## src/rtl/gdfr_defs.svh

```systemverilog
// offsets, field positions, reset values and timing counts of the gauge regs
`ifndef GDFR_DEFS_SVH
`define GDFR_DEFS_SVH

// register addresses, 7-bit
`define GDF_ADDR_TEMP_GAUGE   7'h02
`define GDF_ADDR_COUNT_HIGH   7'h03
`define GDF_ADDR_PACK_ID      7'h04
`define GDF_ADDR_FULL_CAP     7'h05
`define GDF_ADDR_SEC_FLAGS    7'h06
`define GDF_ADDR_COUNT_LOW    7'h17
`define GDF_ADDR_SOFT_RESET   7'h39

// command byte fields
`define GDF_CMD_WRITE_BIT     7
`define GDF_SOFT_RESET_VALUE  8'h80

// secondary flag fields
`define GDF_FLG_CHARGE_RATE   7
`define GDF_FLG_REGIME_LSB    4
`define GDF_FLG_OVERLOAD      0
`define GDF_REGIME_LIGHT      3'h0
`define GDF_REGIME_HEAVY      3'h1
`define GDF_UNMAPPED_READ     8'h00

// temperature codes bounding the gauge correction bands
`define GDF_TMP_ABOVE_ZERO    4'h4
`define GDF_TMP_BELOW_MINUS10 4'h2
`define GDF_TMP_BELOW_MINUS20 4'h1
`define GDF_TMP_ABOVE_MINUS20 4'h2
`define GDF_GAUGE_MAX         4'hF

// gauge multipliers in quarters
`define GDF_SCALE_WARM        12'h004
`define GDF_SCALE_COOL        12'h003
`define GDF_SCALE_COLD        12'h002

// efficiency factors, in 1/256 of a high-byte count
`define GDF_EFF_FAST          17'h000F0
`define GDF_EFF_FAST_COLD     17'h000C0
`define GDF_EFF_TRICKLE       17'h000C0
`define GDF_EFF_TRICKLE_COLD  17'h00080
`define GDF_DIS_WARM          17'h00100
`define GDF_DIS_COLD          17'h00110
`define GDF_SELF_DIS_BASE     17'h00001
`define GDF_RATE_MIN_COUNTS   2'h2

// timing
`define GDF_CLK_MHZ           100
`define GDF_OVERLOAD_FLAG_HOLD_MS      500
`define GDF_RATE_WINDOW_MS    1000
`define GDF_TIMER_W           27
`define GDF_INIT_SETTLE       2'h3

`endif

```

## src/rtl/gdfr_pkg.sv

```systemverilog
// types shared by the gauge data and flag register bank
package gdfr_pkg;
  `include "gdfr_defs.svh"

  typedef enum logic [0:0] {GDFR_INIT, GDFR_RUN} gdfr_state_t;

  typedef enum logic [1:0] {GDFR_WARM, GDFR_COOL, GDFR_COLD} gdfr_band_t;

  typedef struct packed {
    gdfr_state_t              st;
    logic [1:0]               init_cnt;
    logic                     p6_s1;
    logic                     p6_s2;
    logic                     p6_s3;
    logic [3:0]               tmp;
    logic                     chg_p;
    logic                     dchg_p;
    logic                     sd_p;
    logic                     chg_v;
    logic                     chg_v_d;
    logic                     b150;
    logic                     b250;
    logic                     edv;
    logic [15:0]              nominal_charge_count;
    logic [7:0]               learned_full_capacity;
    logic [7:0]               pack_id;
    gdfr_band_t               band;
    logic [3:0]               gauge;
    logic                     cr;
    logic [`GDF_TIMER_W-1:0]  rate_cnt;
    logic [1:0]               rate_hits;
    logic                     overload_flag;
    logic [`GDF_TIMER_W-1:0]  overload_flag_cnt;
    logic                     samp_en;
    logic                     learn_act;
    logic [15:0]              learn_cnt;
    logic [7:0]               rd_data;
    logic                     rd_valid;
  } gdfr_regs_t;
endpackage : gdfr_pkg

```

## src/rtl/gdfr_bank.sv

```systemverilog
// gauge data and flag register bank of the charge-gauging device
// Contract
// - temperature and gauge register at 0x02: code high nibble, gauge low
// - temperature code 0 below -30C, one per 10C band, 12 above 80C
// - temperature code picks efficiency factors and self-discharge rate
// - gauge in sixteenths 0..15 from count, temperature and full reference
// - gauge ratio scaled 1, 0.75, 0.5 by temperature; count untouched
// - 10C hysteresis between unscaled band and 0.75 band
// - count high byte read-write at 0x03, low byte read-only at 0x17
// - count rises on charge, falls on discharge and self-discharge
// - reset clears count, or loads high byte from full count if pin high
// - valid charge detection clears the count low byte
// - pack identifier at 0x04, read-write, no effect on behaviour
// - learned capacity at 0x05, updated by full-to-empty discharge
// - any reset loads learned capacity with programmed full count
// - charge-rate flag bit 7 set on charge start, cleared below 2/s
// - fast factors while charge-rate flag set, trickle otherwise
// - discharge regime bits 6..4: 000 above -150mV, 001 below
// - overload flag bit 0 below -250mV, cleared 0.5s after recovery
// - end-of-discharge sampling stopped in overload, resumed 0.5s after
// - command byte: bit 7 write, low 7 bits address; bad writes ignored
`timescale 1ns/1ns
module gdfr_bank
  import gdfr_pkg::*;
#(
  parameter int unsigned OVERLOAD_FLAG_HOLD_CYC =
    `GDF_OVERLOAD_FLAG_HOLD_MS * 1000 * `GDF_CLK_MHZ,
  parameter int unsigned RATE_WINDOW_CYC =
    `GDF_RATE_WINDOW_MS * 1000 * `GDF_CLK_MHZ
) (
  input  wire logic       clk_in,
  input  wire logic       rst_in,
  input  wire logic       cmd_valid_in,
  input  wire logic [7:0] command_byte_in,
  input  wire logic [7:0] write_data_in,
  input  wire logic [3:0] temperature_code_in,
  input  wire logic       charge_count_in,
  input  wire logic       discharge_count_in,
  input  wire logic       self_discharge_tick_in,
  input  wire logic       charge_valid_in,
  input  wire logic       sense_below_150_in,
  input  wire logic       sense_below_250_in,
  input  wire logic       empty_detect_in,
  input  wire logic       config_pin_6_in,
  input  wire logic [7:0] programmed_full_count_in,
  input  wire logic       full_ref_is_pfc_in,
  output logic      [7:0] rd_data_out,
  output logic            rd_valid_out,
  output logic      [3:0] gauge_display_out,
  output logic            charge_rate_flag_out,
  output logic            eod_sample_enable_out
);

  gdfr_regs_t s_q;
  gdfr_regs_t s_d;

  always_comb begin
    logic [6:0]  addr;
    logic        is_wr;
    logic        chg_start;
    logic        cold;
    logic [16:0] inc;
    logic [16:0] dfac;
    logic [16:0] sfac;
    logic [17:0] acc;
    logic [7:0]  full;
    logic [11:0] scale;
    logic [11:0] num;
    logic [11:0] quo;
    logic [7:0]  flags;
    logic [7:0]  rd;
    logic [1:0]  hits;

    addr      = command_byte_in[6:0];
    is_wr     = command_byte_in[`GDF_CMD_WRITE_BIT];
    chg_start = s_q.chg_v & ~s_q.chg_v_d;
    // efficiency uses the raw code; only the gauge band has hysteresis
    cold      = s_q.tmp <= `GDF_TMP_BELOW_MINUS10;
    inc       = 17'h00000;
    dfac      = 17'h00000;
    sfac      = 17'h00000;
    acc       = 18'h00000;
    full      = 8'h00;
    scale     = `GDF_SCALE_WARM;
    num       = 12'h000;
    quo       = 12'h000;
    flags     = 8'h00;
    rd        = `GDF_UNMAPPED_READ;
    hits      = 2'h0;

    s_d          = s_q;
    s_d.rd_valid = 1'b0;

    // front-end levels arrive on this clock, so one stage only
    s_d.tmp     = temperature_code_in;
    s_d.chg_p   = charge_count_in;
    s_d.dchg_p  = discharge_count_in;
    s_d.sd_p    = self_discharge_tick_in;
    s_d.chg_v   = charge_valid_in;
    s_d.chg_v_d = s_q.chg_v;
    s_d.b150    = sense_below_150_in;
    s_d.b250    = sense_below_250_in;
    s_d.edv     = empty_detect_in;

    // strap is a real pin, hence three stages
    s_d.p6_s1 = config_pin_6_in;
    s_d.p6_s2 = s_q.p6_s1;
    s_d.p6_s3 = s_q.p6_s2;

    case (s_q.st)
      GDFR_INIT: begin
        // wait for the strap synchroniser to settle before sampling it
        if (s_q.init_cnt != `GDF_INIT_SETTLE) begin
          s_d.init_cnt = s_q.init_cnt + 2'h1;
        end else if (s_q.p6_s2 == s_q.p6_s3) begin
          // a strap caught mid-change holds init until both stages agree
          s_d.st       = GDFR_RUN;
          s_d.init_cnt = 2'h0;
          if (s_q.p6_s3) begin
            s_d.nominal_charge_count = {programmed_full_count_in, 8'h00};
          end else begin
            s_d.nominal_charge_count = 16'h0000;
          end
          s_d.learned_full_capacity = programmed_full_count_in;
        end
      end

      GDFR_RUN: begin
        // gauge correction band with hysteresis on the warm edge
        case (s_q.band)
          GDFR_WARM: begin
            if (s_q.tmp <= `GDF_TMP_BELOW_MINUS20) begin
              s_d.band = GDFR_COLD;
            end else if (s_q.tmp <= `GDF_TMP_BELOW_MINUS10) begin
              s_d.band = GDFR_COOL;
            end
          end
          GDFR_COOL: begin
            if (s_q.tmp >= `GDF_TMP_ABOVE_ZERO) begin
              s_d.band = GDFR_WARM;
            end else if (s_q.tmp <= `GDF_TMP_BELOW_MINUS20) begin
              s_d.band = GDFR_COLD;
            end
          end
          GDFR_COLD: begin
            if (s_q.tmp >= `GDF_TMP_ABOVE_MINUS20) begin
              s_d.band = GDFR_COOL;
            end
          end
          default: begin
            s_d.band = GDFR_WARM;
          end
        endcase

        // efficiency and self-discharge from temperature and charge rate
        if (s_q.cr) begin
          inc = cold ? `GDF_EFF_FAST_COLD : `GDF_EFF_FAST;
        end else begin
          inc = cold ? `GDF_EFF_TRICKLE_COLD : `GDF_EFF_TRICKLE;
        end
        dfac = cold ? `GDF_DIS_COLD : `GDF_DIS_WARM;
        sfac = `GDF_SELF_DIS_BASE + {13'h0000, s_q.tmp};

        // count moves in 1/256 steps; the low byte is the fraction
        acc = {2'b00, s_q.nominal_charge_count};
        if (s_q.chg_p) begin
          acc = acc + {1'b0, inc};
        end
        if (s_q.dchg_p) begin
          acc = acc - {1'b0, dfac};
        end
        if (s_q.sd_p) begin
          acc = acc - {1'b0, sfac};
        end
        // saturate instead of wrapping at either end
        if (acc[17]) begin
          s_d.nominal_charge_count = 16'h0000;
        end else if (acc[16]) begin
          s_d.nominal_charge_count = 16'hFFFF;
        end else begin
          s_d.nominal_charge_count = acc[15:0];
        end
        if (chg_start) begin
          s_d.nominal_charge_count[7:0] = 8'h00;
        end

        // charge-rate flag and its one-window rate check
        if (chg_start) begin
          s_d.cr        = 1'b1;
          s_d.rate_cnt  = '0;
          s_d.rate_hits = 2'h0;
        end else if (s_q.cr) begin
          s_d.rate_cnt = s_q.rate_cnt + 1'b1;
          hits         = s_q.rate_hits;
          // hits saturate at the threshold; more pulses add nothing
          if (s_q.chg_p && s_q.rate_hits != `GDF_RATE_MIN_COUNTS) begin
            hits = s_q.rate_hits + 2'h1;
          end
          s_d.rate_hits = hits;
          if (s_q.rate_cnt ==
              `GDF_TIMER_W'(RATE_WINDOW_CYC - 1)) begin
            // a pulse on the window's last cycle still counts for it
            s_d.rate_cnt  = '0;
            s_d.rate_hits = 2'h0;
            if (hits < `GDF_RATE_MIN_COUNTS) begin
              s_d.cr = 1'b0;
            end
          end
        end

        // overload and end-of-discharge sampling hold-off share a timer
        // while below -250 mV the hold-off restarts every cycle
        if (s_q.b250) begin
          s_d.overload_flag     = 1'b1;
          s_d.samp_en  = 1'b0;
          s_d.overload_flag_cnt = '0;
        end else if (s_q.overload_flag || !s_q.samp_en) begin
          s_d.overload_flag_cnt = s_q.overload_flag_cnt + 1'b1;
          if (s_q.overload_flag_cnt ==
              `GDF_TIMER_W'(OVERLOAD_FLAG_HOLD_CYC - 1)) begin
            s_d.overload_flag     = 1'b0;
            s_d.samp_en  = 1'b1;
            s_d.overload_flag_cnt = '0;
          end
        end

        // capacity learning from a full-to-empty discharge
        // any charge start voids a learning run in progress
        if (chg_start) begin
          s_d.learn_act = 1'b0;
        end else if (!s_q.learn_act) begin
          if (s_q.dchg_p && s_q.nominal_charge_count[15:8] == s_q.learned_full_capacity) begin
            s_d.learn_act = 1'b1;
            s_d.learn_cnt = dfac[15:0];
          end
        end else begin
          if (s_q.dchg_p) begin
            s_d.learn_cnt = s_q.learn_cnt + dfac[15:0];
          end
          // empty is only believed while sampling is enabled
          if (s_q.edv && s_q.samp_en) begin
            s_d.learn_act = 1'b0;
            if (s_q.learn_cnt[15:8] != 8'h00) begin
              s_d.learned_full_capacity = s_q.learn_cnt[15:8];
            end
          end
        end

        // gauge from scaled count over the chosen full reference
        full = full_ref_is_pfc_in ? programmed_full_count_in : s_q.learned_full_capacity;
        case (s_q.band)
          GDFR_COOL: scale = `GDF_SCALE_COOL;
          GDFR_COLD: scale = `GDF_SCALE_COLD;
          default:   scale = `GDF_SCALE_WARM;
        endcase
        // count*16*scale/(4*full) in sixteenths, never above 255*16
        num = {4'h0, s_q.nominal_charge_count[15:8]} * scale * 12'h004;
        if (full == 8'h00) begin
          s_d.gauge = (num == 12'h000) ? 4'h0 : `GDF_GAUGE_MAX;
        end else begin
          quo = num / {4'h0, full};
          s_d.gauge = (quo > 12'(`GDF_GAUGE_MAX)) ?
                      `GDF_GAUGE_MAX : quo[3:0];
        end

        // host access; unlisted or read-only addresses drop writes
        if (cmd_valid_in && is_wr) begin
          case (addr)
            `GDF_ADDR_COUNT_HIGH: begin
              // host must keep this at or under the learned capacity
              s_d.nominal_charge_count[15:8] = write_data_in;
            end
            `GDF_ADDR_PACK_ID: begin
              s_d.pack_id = write_data_in;
            end
            `GDF_ADDR_FULL_CAP: begin
              s_d.learned_full_capacity = write_data_in;
            end
            `GDF_ADDR_SOFT_RESET: begin
              // overload timer and pack identifier survive this reset
              if (write_data_in == `GDF_SOFT_RESET_VALUE) begin
                s_d.st        = GDFR_INIT;
                s_d.init_cnt  = 2'h0;
                s_d.cr        = 1'b0;
                s_d.learn_act = 1'b0;
              end
            end
            default: begin
              s_d.st = s_q.st;
            end
          endcase
        end
      end

      default: begin
        s_d.st = GDFR_INIT;
      end
    endcase

    // reads answer in any state, one cycle after the command
    flags = 8'h00;
    flags[`GDF_FLG_CHARGE_RATE] = s_q.cr;
    if (s_q.b150) begin
      flags[`GDF_FLG_REGIME_LSB +: 3] = `GDF_REGIME_HEAVY;
    end else begin
      flags[`GDF_FLG_REGIME_LSB +: 3] = `GDF_REGIME_LIGHT;
    end
    flags[`GDF_FLG_OVERLOAD] = s_q.overload_flag;
    case (addr)
      `GDF_ADDR_TEMP_GAUGE: rd = {s_q.tmp, s_q.gauge};
      `GDF_ADDR_COUNT_HIGH: rd = s_q.nominal_charge_count[15:8];
      `GDF_ADDR_PACK_ID:    rd = s_q.pack_id;
      `GDF_ADDR_FULL_CAP:   rd = s_q.learned_full_capacity;
      `GDF_ADDR_SEC_FLAGS:  rd = flags;
      `GDF_ADDR_COUNT_LOW:  rd = s_q.nominal_charge_count[7:0];
      default:              rd = `GDF_UNMAPPED_READ;
    endcase
    if (cmd_valid_in && !is_wr) begin
      s_d.rd_data  = rd;
      s_d.rd_valid = 1'b1;
    end
  end

  // pack identifier has no meaningful reset; zero only keeps sim defined
  always_ff @(posedge clk_in or posedge rst_in) begin
    if (rst_in) begin
      s_q         <= '0;
      s_q.st      <= GDFR_INIT;
      s_q.band    <= GDFR_WARM;
      // sampling is allowed until an overload is seen
      s_q.samp_en <= 1'b1;
    end else begin
      s_q <= s_d;
    end
  end

  assign rd_data_out           = s_q.rd_data;
  assign rd_valid_out          = s_q.rd_valid;
  assign gauge_display_out     = s_q.gauge;
  assign charge_rate_flag_out  = s_q.cr;
  assign eod_sample_enable_out = s_q.samp_en;

endmodule : gdfr_bank

```

## config.mk

```make
export PLATFORM = sky130hd
export DESIGN_NAME = gdfr_bank
export DESIGN_NICKNAME = d
export VERILOG_FILES = /design/src/rtl/gdfr_pkg.sv /design/src/rtl/gdfr_bank.sv
export VERILOG_INCLUDE_DIRS = /design/src /design/src/rtl
export SDC_FILE = /design/constraint.sdc
export NUM_CORES = 1
export LEC_CHECK = 0
export BUFFER_PORTS_ARGS = -buffer_cell sky130_fd_sc_hd__buf_2
export CAP_MARGIN = 25
export CORE_ASPECT_RATIO = 1.75
export CORE_MARGIN = 8
export CORE_UTILIZATION = 48
export DETAILED_ROUTE_END_ITERATION = 16
export GPL_TIMING_DRIVEN = 0
export HOLD_SLACK_MARGIN = 0.1
export MAX_ROUTING_LAYER = met4
export PLACE_DENSITY = 0.65
export SYNTH_ARGS = -nofsm -noshare
export SYNTH_HDL_FRONTEND = slang
export SYNTH_SLANG_ARGS = --single-unit
```

## constraint.sdc

```tcl
create_clock -name clk_in -period 28.7 [get_ports clk_in]
set_clock_uncertainty 0.2 [all_clocks]
set_input_delay 2.87 -clock clk_in [delete_from_list [all_inputs] [get_ports clk_in]]
set_output_delay 2.87 -clock clk_in [all_outputs]
set_load 0.03 [all_outputs]
```

Word level (Yosys, flattened, before mapping)
Index checks and enable logic that the tools add are counted.
{ "classes": {"n_addsub": 9, "multipliers": 1, "div_mod_pow": 1, "order_cmp": 6, "eq_ne": 26, "n_shift": 0, "mux": 72, "bitwise": 4, "n_reduce_logical": 24} }
{ "ops": {"columns": ["cell", "count"], "rows": [
  ["$mux 18", 6],
  ["$mux 30", 3],
  ["$mux 29", 3],
  ["$mux 16", 5],
  ["$mux 8", 10],
  ["$add 27x1->27 const B", 2],
  ["$mux 17", 3],
  ["$mux 24", 2],
  ["$pmux 24 s2", 1],
  ["$pmux 8 s6", 1],
  ["$eq 27x26->1 const B", 1],
  ["$eq 27x27->1 const B", 1],
  ["$mux 2", 11],
  ["$eq 7x3->1 const B", 3],
  ["$add 16x17->18", 1],
  ["$sub 18x5->18", 1],
  ["$sub 18x9->18", 1],
  ["$add 16x9->16", 1],
  ["$eq 7x2->1 const B", 2],
  ["$mux 7", 2],
  ["$mux 1", 13],
  ["$div 12x8->12", 1],
  ["$gt 12x4->1 const B", 1],
  ["$logic_not 12->1", 1],
  ["other kinds (37)", 67]
]} }
{ "word_totals": {"register_bits": 141, "latch_bits": 0, "mem_bits_rw": 0, "rom_bits": 0, "input_bits": 40, "mem_count": 0} }

Longest topological paths before layout
Gate-level depths: netlist of run 1.
{ "logic_depth": {"depth_word": 18, "depth_mapped": 110} }

Worst setup path after synthesis of run 1
No wires, ideal clock.
{ "synth_path": {"kind": "input to register", "startpoint": "in full_ref_is_pfc_in", "endpoint": "reg s_q, in the netlist gauge_display_out[0]", "setup_ns": 0.119, "arrival_time_ns": 20.697, "slack_ns": 7.685, "cell_stages": 87, "path_cell_list": "buf_6 mux2i_1 ha_1 nand3b_1 a22oi_1 ha_1 o21a_1 or4b_1 nand2_1 ha_1 o211a_1 a211oi_1 or2_1 a21o_1 o21ai_2 or2_2 ha_1 or3_1 [... 51 more ...] ha_1 o21a_1 o21ai_0 nand2b_1 a21oi_1 nor2b_1 o21ai_0 a21boi_0 a2111oi_2 and3b_1 buf_4 o21ai_0 ha_1 a21oi_1 nor3b_1 nand3_1 a221oi_1 a21bo_1"} }
{ "synth_via": {"elab_chain_cells": 5} }
{ "synth_lines": {"columns": ["element", "line_no", "source"], "rows": [
  ["start: declaration", "gdfr_bank.sv:46", "input wire logic full_ref_is_pfc_in,"],
  ["$mux 8 (*)", "gdfr_bank.sv:250", "full = full_ref_is_pfc_in ? programmed_full_count_in : s_q.learned_full_capacity;"],
  ["$div 12x8->12", "gdfr_bank.sv:261", "quo = num / {4'h0, full};"],
  ["$gt 12x4->1", "gdfr_bank.sv:262", "s_d.gauge = (quo > 12'(`GDF_GAUGE_MAX)) ?"],
  ["$mux 4", "gdfr_bank.sv:262", null],
  ["$mux 4 (*)", "gdfr_bank.sv:258", "if (full == 8'h00) begin"],
  ["end: declaration", "gdfr_bank.sv:54", "gdfr_regs_t s_q;"]
]} }
Mark *: on every way between the ends. The rest lies on a longest branch, timed or not.
A chain may end at the register's enable or synchronous reset.

Worst setup path after layout of run 1
{ "layout_path": {"startpoint": "reg s_q[89] (netlist name)", "endpoint": "reg s_q, in the netlist gauge_display_out[0]"} }
{ "layout_via": {"elab_chain_cells": 8} }
{ "layout_lines": {"columns": ["element", "line_no", "source"], "rows": [
  ["$eq 2x2->1 or $eq 2x1->1 (tied branches)", "gdfr_bank.sv:251", "case (s_q.band)"],
  ["$pmux 3 s2 (*)", "gdfr_bank.sv:251", null],
  ["$mux 12 (*)", "gdfr_bank.sv:110", "case (s_q.st)"],
  ["$mul 8x12->10 (*)", "gdfr_bank.sv:257", "num = {4'h0, s_q.nominal_charge_count[15:8]} * scale * 12'h004;"],
  ["$div 12x8->12", "gdfr_bank.sv:261", null],
  ["$gt 12x4->1", "gdfr_bank.sv:262", null],
  ["$mux 4", "gdfr_bank.sv:262", null],
  ["$mux 4 (*)", "gdfr_bank.sv:258", null]
]} }
Mark *: on every way between the ends. The rest lies on a longest branch, timed or not. The select of a mux whose other input is x is not followed.

==> results of run 1 <==
[cell type report]
class | instances | area [um^2] | area share
Inverter | 60 | 230 | 0.0163
Clock buffer | 25 | 505 | 0.0358
Buffer | 64 | 323 | 0.0229
Antenna cell | 5 | 12.5 | 0.000887
Tap cell | 320 | 400 | 0.0284
Timing Repair Buffer | 62 | 369 | 0.0262
Clock inverter | 7 | 138 | 0.00976
Sequential cell | 137 | 3430 | 0.243
Multi-Input combinational cell | 1220 | 8700 | 0.617
[cell usage after synthesis, types with 24 or more instances]
| cell | n | area [um^2] |
|---|---|---|
| o21a_1 | 25 | 188 |
| xor2_1 | 51 | 447 |
| mux2i_1 | 38 | 380 |
| mux2_2 | 27 | 304 |
| ha_1 | 111 | 1390 |
| nand2_1 | 140 | 526 |
| nor2_1 | 126 | 473 |
| nand4_1 | 24 | 150 |
| nand3_1 | 49 | 245 |
| nor3_1 | 39 | 195 |
| o21ai_0 | 100 | 500 |
| xnor2_1 | 64 | 561 |
| inv_1 | 59 | 221 |
| a21oi_1 | 63 | 315 |
| clkbuf_1 | 36 | 135 |
| dfrtp_1 | 136 | 3400 |
[worst max path at each step]
stage	start	slack, ns	endpoint	cells after the start
floorplan	full_ref_is_pfc_in	7.68	gauge_display_out[0]$_DFFE_PP0P_	87
detailed placement	s_q[89]$_DFFE_PP0P_	4.30	gauge_display_out[0]$_DFFE_PP0P_	103
finish	s_q[89]$_DFFE_PP0P_	4.09	gauge_display_out[0]$_DFFE_PP0P_	103
CTS	s_q[89]$_DFFE_PP0P_	4.22	gauge_display_out[0]$_DFFE_PP0P_	103
global route	s_q[89]$_DFFE_PP0P_	2.26	gauge_display_out[0]$_DFFE_PP0P_	106
global placement	full_ref_is_pfc_in	3.95	gauge_display_out[0]$_DFFE_PP0P_	91
[metrics by stage]
stage | std cells | setup slack [ns] | util | hold slack [ns] | cell area (um^2)
5_1_grt | 1900 | 2.26 | 0.543 | 0.152 | 14100
2_1_floorplan | 1481 | 7.68 | - | 0.131 | 12700
4_1_cts | 1894 | 4.22 | 0.543 | 0.152 | 14100
6_report | 1900 | 4.09 | 0.543 | 0.151 | 14100
3_5_place_dp | 1862 | 4.30 | 0.518 | 0.140 | 13400
3_3_place_gp | 1855 | 3.95 | 0.514 | 0.136 | 13300
[metal layers]
| layer | global-route usage | up-vias | wire length [um] |
|---|---|---|---|
| li1 | - | 5575 | - |
| met1 | 0.233 | 5499 | 14100 |
| met2 | 0.433 | 299 | 19100 |
| met3 | 0.0424 | 115 | 1620 |
| met4 | 0.121 | 0 | 1820 |
| met5 | - | - | 0 |
[registers in the layout, summed over array words and instances, names as in the netlist]
name                   flops
rd_data_out                8
s_q                      119
s_d                        3
rd_valid_out               1
eod_sample_enable_out      1
gauge_display_out          4
charge_rate_flag_out       1
[critical path: cells and delay by family (launching register included)]
family	cells	cell delay (ns)
compound gates	41	9.55
xor+xnor	1	0.39
fa+ha+maj	19	5.78
buf+inv	13	1.78
flops	1	0.42
mux	2	0.71
simple gates	27	5.64
[cells by family (layout without fill, tap and decap cells)]
logic type               after synthesis  after routing  share of synthesized area
AND/OR/NAND/NOR                      536            536                      0.215
buffers and inverters                124            218                     0.0433
adder cells (fa/ha/maj)              119            119                      0.122
multiplexers                          73             73                     0.0636
XOR/XNOR                             115            115                     0.0796
AO/OA/AOI/OAI                        375            375                      0.205
other                                  1              7                   0.000296
flip-flops                           137            137                      0.271
==> results.toml, run 1 <==
[clock_tree]
cts_num_sinks = 137
h-tree-depth = 4
postCtsHoldBufs = 0
cts_setup_buffers = 0
cts_tree = "done"
clock_path_buffers = 2
path_clk_slew_ns = 0.06
clock_latency_ns = 0.43
numCtsBuffers = 17
cts-root-buf = "clkbuf_16"
cts.repair.resized = 0

[timing]
min_period_ns = 24.61
finalHoldViolations = 0
slew_viol_final = 0
setup_violations = 0
tns_ns = 0
max_slew_margin = 0.271
tightestPinTransition_ns = 1.06
fmax_ghz = 0.0406
post-route-period-util = 0.857
rsz0062_at_grt = "no"

[setup_path]
required_ns = 28.82
worst_r2r_startpoint = "s_q[89]$_DFFE_PP0P_"
path_common_cell = "ha_1"
slowest_delay_ns = 0.70
startpoint_type = "register"
cp-end-kind = "register"
ff2ff_setup_slack_ns = 4.09
r2r_end = "gauge_display_out[0]$_DFFE_PP0P_"
worstPathArrival_ns = 24.73
reg2reg_depth = 103
worstPathMaxFanout = 10
crit_type = "register to register"
critical-path-slowest-cell = "a211oi_1"

[run_status]
status = "finished clean"

[floorplan]
io_pins = 55
die_h_um = 231
row_count = 78
core_um2 = 26000
floorplan.initialDensity = 0.488
dieWidth_um = 139
die_area_um2 = 32000

[finish]
fillCellCount = 2447
finish.net_count = 1721
layout_commonest_cell = "nand2_1"
area_delta_synth_final_pct = 11.4
drive_above_1_share = 0.121
mostFrequentLayoutCells = "140 x nand2_1, 136 x dfrtp_1, 126 x nor2_1, 111 x ha_1, 100 x o21ai_0"

[drt]
vias = 11500
firstDrtPassIters = 5
drtIter0Drc = 628
postRouteAntennaNets = 0
wirelength_um = 36600
wire_per_inst_um = 19.3
via_per_inst = 6.05
drc = 0

[grt]
grt_max_degree = 91
grt_pass1_vias = 11500
antenna_found_initial = 5
grt_pass1_wl_um = 58900
gr-total-overflow = 0
grt_use_total = 0.235

[min_path]
whs_endpoint = "s_d[135]$_DFF_PP0_"
hp-class = "register to register"
hold_depth = 0
worstHoldStart = "s_d[136]$_DFF_PP0_"

[placed_design]
gp_congestion = 0.922
dp_hpwl_um = 28500
portBuffers = 54

[yosys]
synthesis.area_um2 = 12700
async_flop_share = 1.00
ys_seq_elements = 137
post_synth.cell_area_avg_um2 = 8.55
ys_warn_count = 0
synth.distinct_cells = 97
synth-edff-count = 0
seq_area_frac_synth = 0.271
synth_cells = 1480
synth-main-ff-cell = "dfrtp_1"

[run]
drv_cap = 0
Power of run 1 is not shown: default switching activity piles up to over one toggle a cycle in this logic, so the estimate is an artifact.
==> run 2, diff against run 1 <==
- ABC_AREA: not set -> 1
==> run 2 against run 1 <==
Worst setup slack gained 2.4 ns; cell area shrank 1.5%; synthesized area shrank 1.0%; critical path depth grew 25; global-route usage shrank 0.56 points; via count grew 3.8%; die area shrank 0.91%; non-clock buffer count shrank 25; first-iteration DRC count shrank 14%.
==> results.toml, run 2 <==
[grt]
antenna_found_initial = 3
grt_pass1_wl_um = 58000
grt_use_met3 = 0.0363
grt_use_total = 0.229
use_met1 = 0.212
grt_max_degree = 90
grt_pass1_vias = 12100
gr-total-overflow = 0
gr-usage-met2 = 0.430
grt.busiest_layer = "met2"

[placed_design]
dp_cells = 2135
dp_hpwl_um = 28600
gp_congestion = 0.955
portBuffers = 54
post-place-ws_ns = 5.99

[clock_tree]
path_clk_slew_ns = 0.06
numCtsBuffers = 17
cts_setup_buffers = 0
cts_tree = "done"
postCtsHoldBufs = 0
cts_num_sinks = 137
clock_latency_ns = 0.43
h-tree-depth = 4
cts-root-buf = "clkbuf_16"
cts.repair.resized = 0
clock_path_buffers = 2

[drt]
drc = 0
via_per_inst = 5.50
postRouteAntennaNets = 0
wirelength_um = 35500
drtIter0Drc = 537
vias = 11900
firstDrtPassIters = 5
wire_per_inst_um = 16.4

[yosys]
seq_area_frac_synth = 0.274
async_flop_share = 1.00
ys_seq_elements = 137
synth-main-ff-cell = "dfrtp_1"
synth_area_leaders = "dfrtp_1 27%, ha_1 11%, nand2_1 9.9%"
ys_top_cells_by_count = "330 x nand2_1, 281 x inv_1, 164 x nor2_1, 136 x dfrtp_1, 116 x o21ai_0"
synthesis.area_um2 = 12500
synth_top_area_share = 0.272
yosysTopAreaCell = "dfrtp_1"
ys_warn_count = 0
post_synth.cell_area_avg_um2 = 7.13
synth.distinct_cells = 62
synth.most_common_cell = "nand2_1"
synth-edff-count = 0
synth_cells = 1757

[setup_path]
startpoint_type = "input pin"
worstPathArrival_ns = 22.32
worstPathMaxFanout = 13
required_ns = 28.82
cp-end-kind = "register"
slowest_delay_ns = 0.77
critical-path-slowest-cell = "o21ai_0"
path_common_cell = "nand2_1"
crit_type = "input pin to register"

[timing]
fmax_ghz = 0.0450
rsz0062_at_grt = "no"
slew_viol_final = 0
setup_violations = 0
min_period_ns = 22.21
finalHoldViolations = 0
tightestPinTransition_ns = 0.975
postLayoutSetupSlackWorst_ns = 6.49
post-route-period-util = 0.774
holdWs_ns = 0.156
tns_ns = 0
max_slew_margin = 0.343

[finish]
largest_reg_flops = 119
layout_commonest_cell = "nand2_1"
stdcell_count = 2170
top_register = "s_q"
area_delta_synth_final_pct = 10.8
drive_above_1_share = 0.113
finish.net_count = 1993
mostFrequentLayoutCells = "330 x nand2_1, 280 x inv_1, 164 x nor2_1, 136 x dfrtp_1, 116 x o21ai_0"

[floorplan]
row_count = 78
floorplan.initialDensity = 0.486
io_pins = 55
core_um2 = 25800
die_area_um2 = 31700
die_h_um = 230
dieWidth_um = 138

[run_status]
status = "finished clean"

[min_path]
hp-class = "register to register"

[run]
drv_cap = 0
==> run 2: cell type report <==
cell class              count  area, um^2
diodes                      3        7.51
plain buffers              44         241
clock buffers              22         494
clock inverters            10         139
fillers                  2575       11900
inverters                 295        1110
multi-input cells        1282        7750
flip-flops and latches    137        3430
well taps                 320         400
repair buffers             57         308
==> run 2: cells by family after synthesis <==
kind of cell / Yosys count / synth area share
compound gates: 347 / 0.168
xor+xnor: 80 / 0.0559
fa+ha+maj: 119 / 0.124
buf+inv: 339 / 0.108
flops: 137 / 0.274
other cells: 1 / 0.000299
simple gates: 734 / 0.270
==> run 2: path summary, 6_finish.rpt <==
path                       slack (ns)  cells past startpoint                                to                 from
setup / recovery                 6.49                    128  gauge_display_out[0]$_DFFE_PP0P_   full_ref_is_pfc_in
hold / removal                   0.16                      0                s_d[135]$_DFF_PP0_   s_d[136]$_DFF_PP0_
setup reg to reg                 6.92                    143  gauge_display_out[0]$_DFFE_PP0P_  s_q[89]$_DFFE_PP0P_
hold reg to reg                  0.16                      0                s_d[135]$_DFF_PP0_   s_d[136]$_DFF_PP0_
max in group asynchronous       25.23                      3               s_q[67]$_DFFE_PP0P_               rst_in
min in group asynchronous        2.27                      2               s_q[42]$_DFFE_PP0P_               rst_in
==> run 2: layer usage <==
layer | share of wire | routed length [um]
met1 | 0.37 | 13000
met2 | 0.54 | 19100
met3 | 0.034 | 1220
met4 | 0.060 | 2130
met5 | 0 | 0
==> run 2: through the flow <==
step / cell area, um^2 / util
finish: 13900 / 0.539
global route: 13900 / 0.539
CTS: 13900 / 0.539
detailed placement: 13200 / 0.514
global placement: 13200 / 0.513
floorplan: 12500 / -
==> run 2: worst max-delay path: cells and delay by family <==
kind / cells / cell delay (ns)
adders and majority gates: 13 / 3.98
buffers and inverters: 16 / 2.28
and+or+nand+nor: 57 / 5.61
AOI/OAI and AO/OA: 42 / 7.55
Power of run 2 is left out for the same reason.
==> run 3, diff against run 2 <==
- clock period: 28.7 -> 22.2 ns (I/O delays scaled with it)
==> run 3 against run 2 <==
Register-to-register slack lost 5.1 ns; critical path type unchanged; global-route usage is the same; flip-flop and latch count is the same; critical path depth grew 4; worst setup slack lost 4.9 ns; sequential share of layout area shrank 0.27 points.
==> results.toml, run 3 (synthesized netlist as in run 2, its figures left out) <==
[clock_tree]
path_clk_slew_ns = 0.06
clock_latency_ns = 0.43
postCtsHoldBufs = 0
cts-root-buf = "clkbuf_16"
h-tree-depth = 4
clock_path_buffers = 2
cts_tree = "done"
cts_num_sinks = 137
numCtsBuffers = 17

[placed_design]
portBuffers = 54
post-place-ws_ns = 0.142
gp_congestion = 0.955
dp_hpwl_um = 28600

[finish]
largest_reg_flops = 119
mostFrequentLayoutCells = "329 x nand2_1, 278 x inv_1, 162 x nor2_1, 136 x dfrtp_1"
area_delta_synth_final_pct = 12.1
finish.net_count = 2001
layout_commonest_cell = "nand2_1"
top_register = "s_q"
drive_above_1_share = 0.126

[drt]
drc = 0
wire_per_inst_um = 16.3
drtIter0Drc = 562
firstDrtPassIters = 7
wirelength_um = 35600
via_per_inst = 5.49
postRouteAntennaNets = 0
routed.top_layer = "met4"
wl_met3_um = 1290
drt-met1-wl_um = 13000
vias = 12000
dr_wl_met2_um = 19200

[timing]
fmax_ghz = 0.0485
setup_violations = 0
slew_viol_final = 0
finalHoldViolations = 0
post-route-period-util = 0.928
postLayoutSetupSlackWorst_ns = 1.59
max_slew_margin = 0.321
min_period_ns = 20.61
tightestPinTransition_ns = 1.01

[setup_path]
worstPathArrival_ns = 20.73
required_ns = 22.32
critical-path-slowest-cell = "o21ai_0"
crit_type = "input pin to register"
worstPathMaxFanout = 13
slowest_delay_ns = 0.79
cp-end-kind = "register"
path_common_cell = "nand2_1"
startpoint_type = "input pin"

[floorplan]
die_area_um2 = 31700
floorplan.initialDensity = 0.486
dieWidth_um = 138
io_pins = 55
die_h_um = 230
core_um2 = 25800
row_count = 78

[run]
drv_cap = 0

[grt]
grt_pass1_vias = 12100
grt_use_total = 0.229
gr-total-overflow = 0
antenna_found_initial = 3
grt_pass1_wl_um = 58000
grt_max_degree = 90

[min_path]
hp-class = "register to register"

[run_status]
status = "finished clean"
run 3: cell types whose count changed in the layout (fill, tap and decap cells not counted), moves of 3 or more:
cell | before | now
ha_1 | 111 | 108
buf_4 | 13 | 21
o21ai_1 | 8 | 14
o21ai_0 | 116 | 108
run 3: path summary, 6_finish.rpt:
kind,from,endpoint,slack [ns],cells after the start
max,full_ref_is_pfc_in,gauge_display_out[0]$_DFFE_PP0P_,1.59,132
min in group asynchronous,rst_in,s_q[42]$_DFFE_PP0P_,1.62,2
max reg2reg,s_q[90]$_DFFE_PP0P_,gauge_display_out[0]$_DFFE_PP0P_,1.79,147
min reg2reg,s_d[136]$_DFF_PP0_,s_d[135]$_DFF_PP0_,0.16,0
min,s_d[136]$_DFF_PP0_,s_d[135]$_DFF_PP0_,0.16,0
max in group asynchronous,rst_in,s_q[67]$_DFFE_PP0P_,19.38,3
run 3: routing by layer:
metal / up-vias / GRT usage
met5: - / -
met4: 0 / 0.144
met3: 115 / 0.0363
met2: 271 / 0.430
met1: 5595 / 0.212
li1: 5975 / -
run 3: area by class of cell:
| cell class | count | area (um^2) |
|---|---|---|
| clock inverter | 10 | 139 |
| clock buffer | 22 | 494 |
| fill | 2575 | 11700 |
| antenna | 3 | 7.51 |
| multi-input combinational | 1282 | 7820 |
| timing repair inverter | 1 | 5.00 |
| sequential | 137 | 3430 |
| buffer | 43 | 254 |
| timing repair buffer | 65 | 368 |
| inverter | 295 | 1120 |
| tap | 320 | 400 |
run 3: critical path: cells and delay by family:
kind | cells | cell delay, ns
compound gates | 42 | 6.87
fa+ha+maj | 13 | 3.77
buf+inv | 16 | 2.08
simple gates | 61 | 5.72
run 3: repair_timing:
| action | in CTS | in global routing |
|---|---|---|
| endpoints found under the hold margin | 0 | 0 |
| gates resized for setup | 0 | 37 |
| buffers inserted | 0 | 8 |
| endpoints found under the setup margin | 0 | 2 |
run 3: per-stage QoR:
stage                     std cells  hold slack, ns  TNS [ns]   util  area (um^2)
after detailed placement       2135           0.149         0  0.514        13200
final                          2178           0.156         0  0.545        14000
after global placement         2132           0.146         0  0.513        13200
after CTS                      2167           0.163         0  0.539        13900
after floorplan                1758           0.131         0      -        12500
after global routing           2178           0.169    -0.103  0.545        14000
Power of run 3 is left out for the same reason.
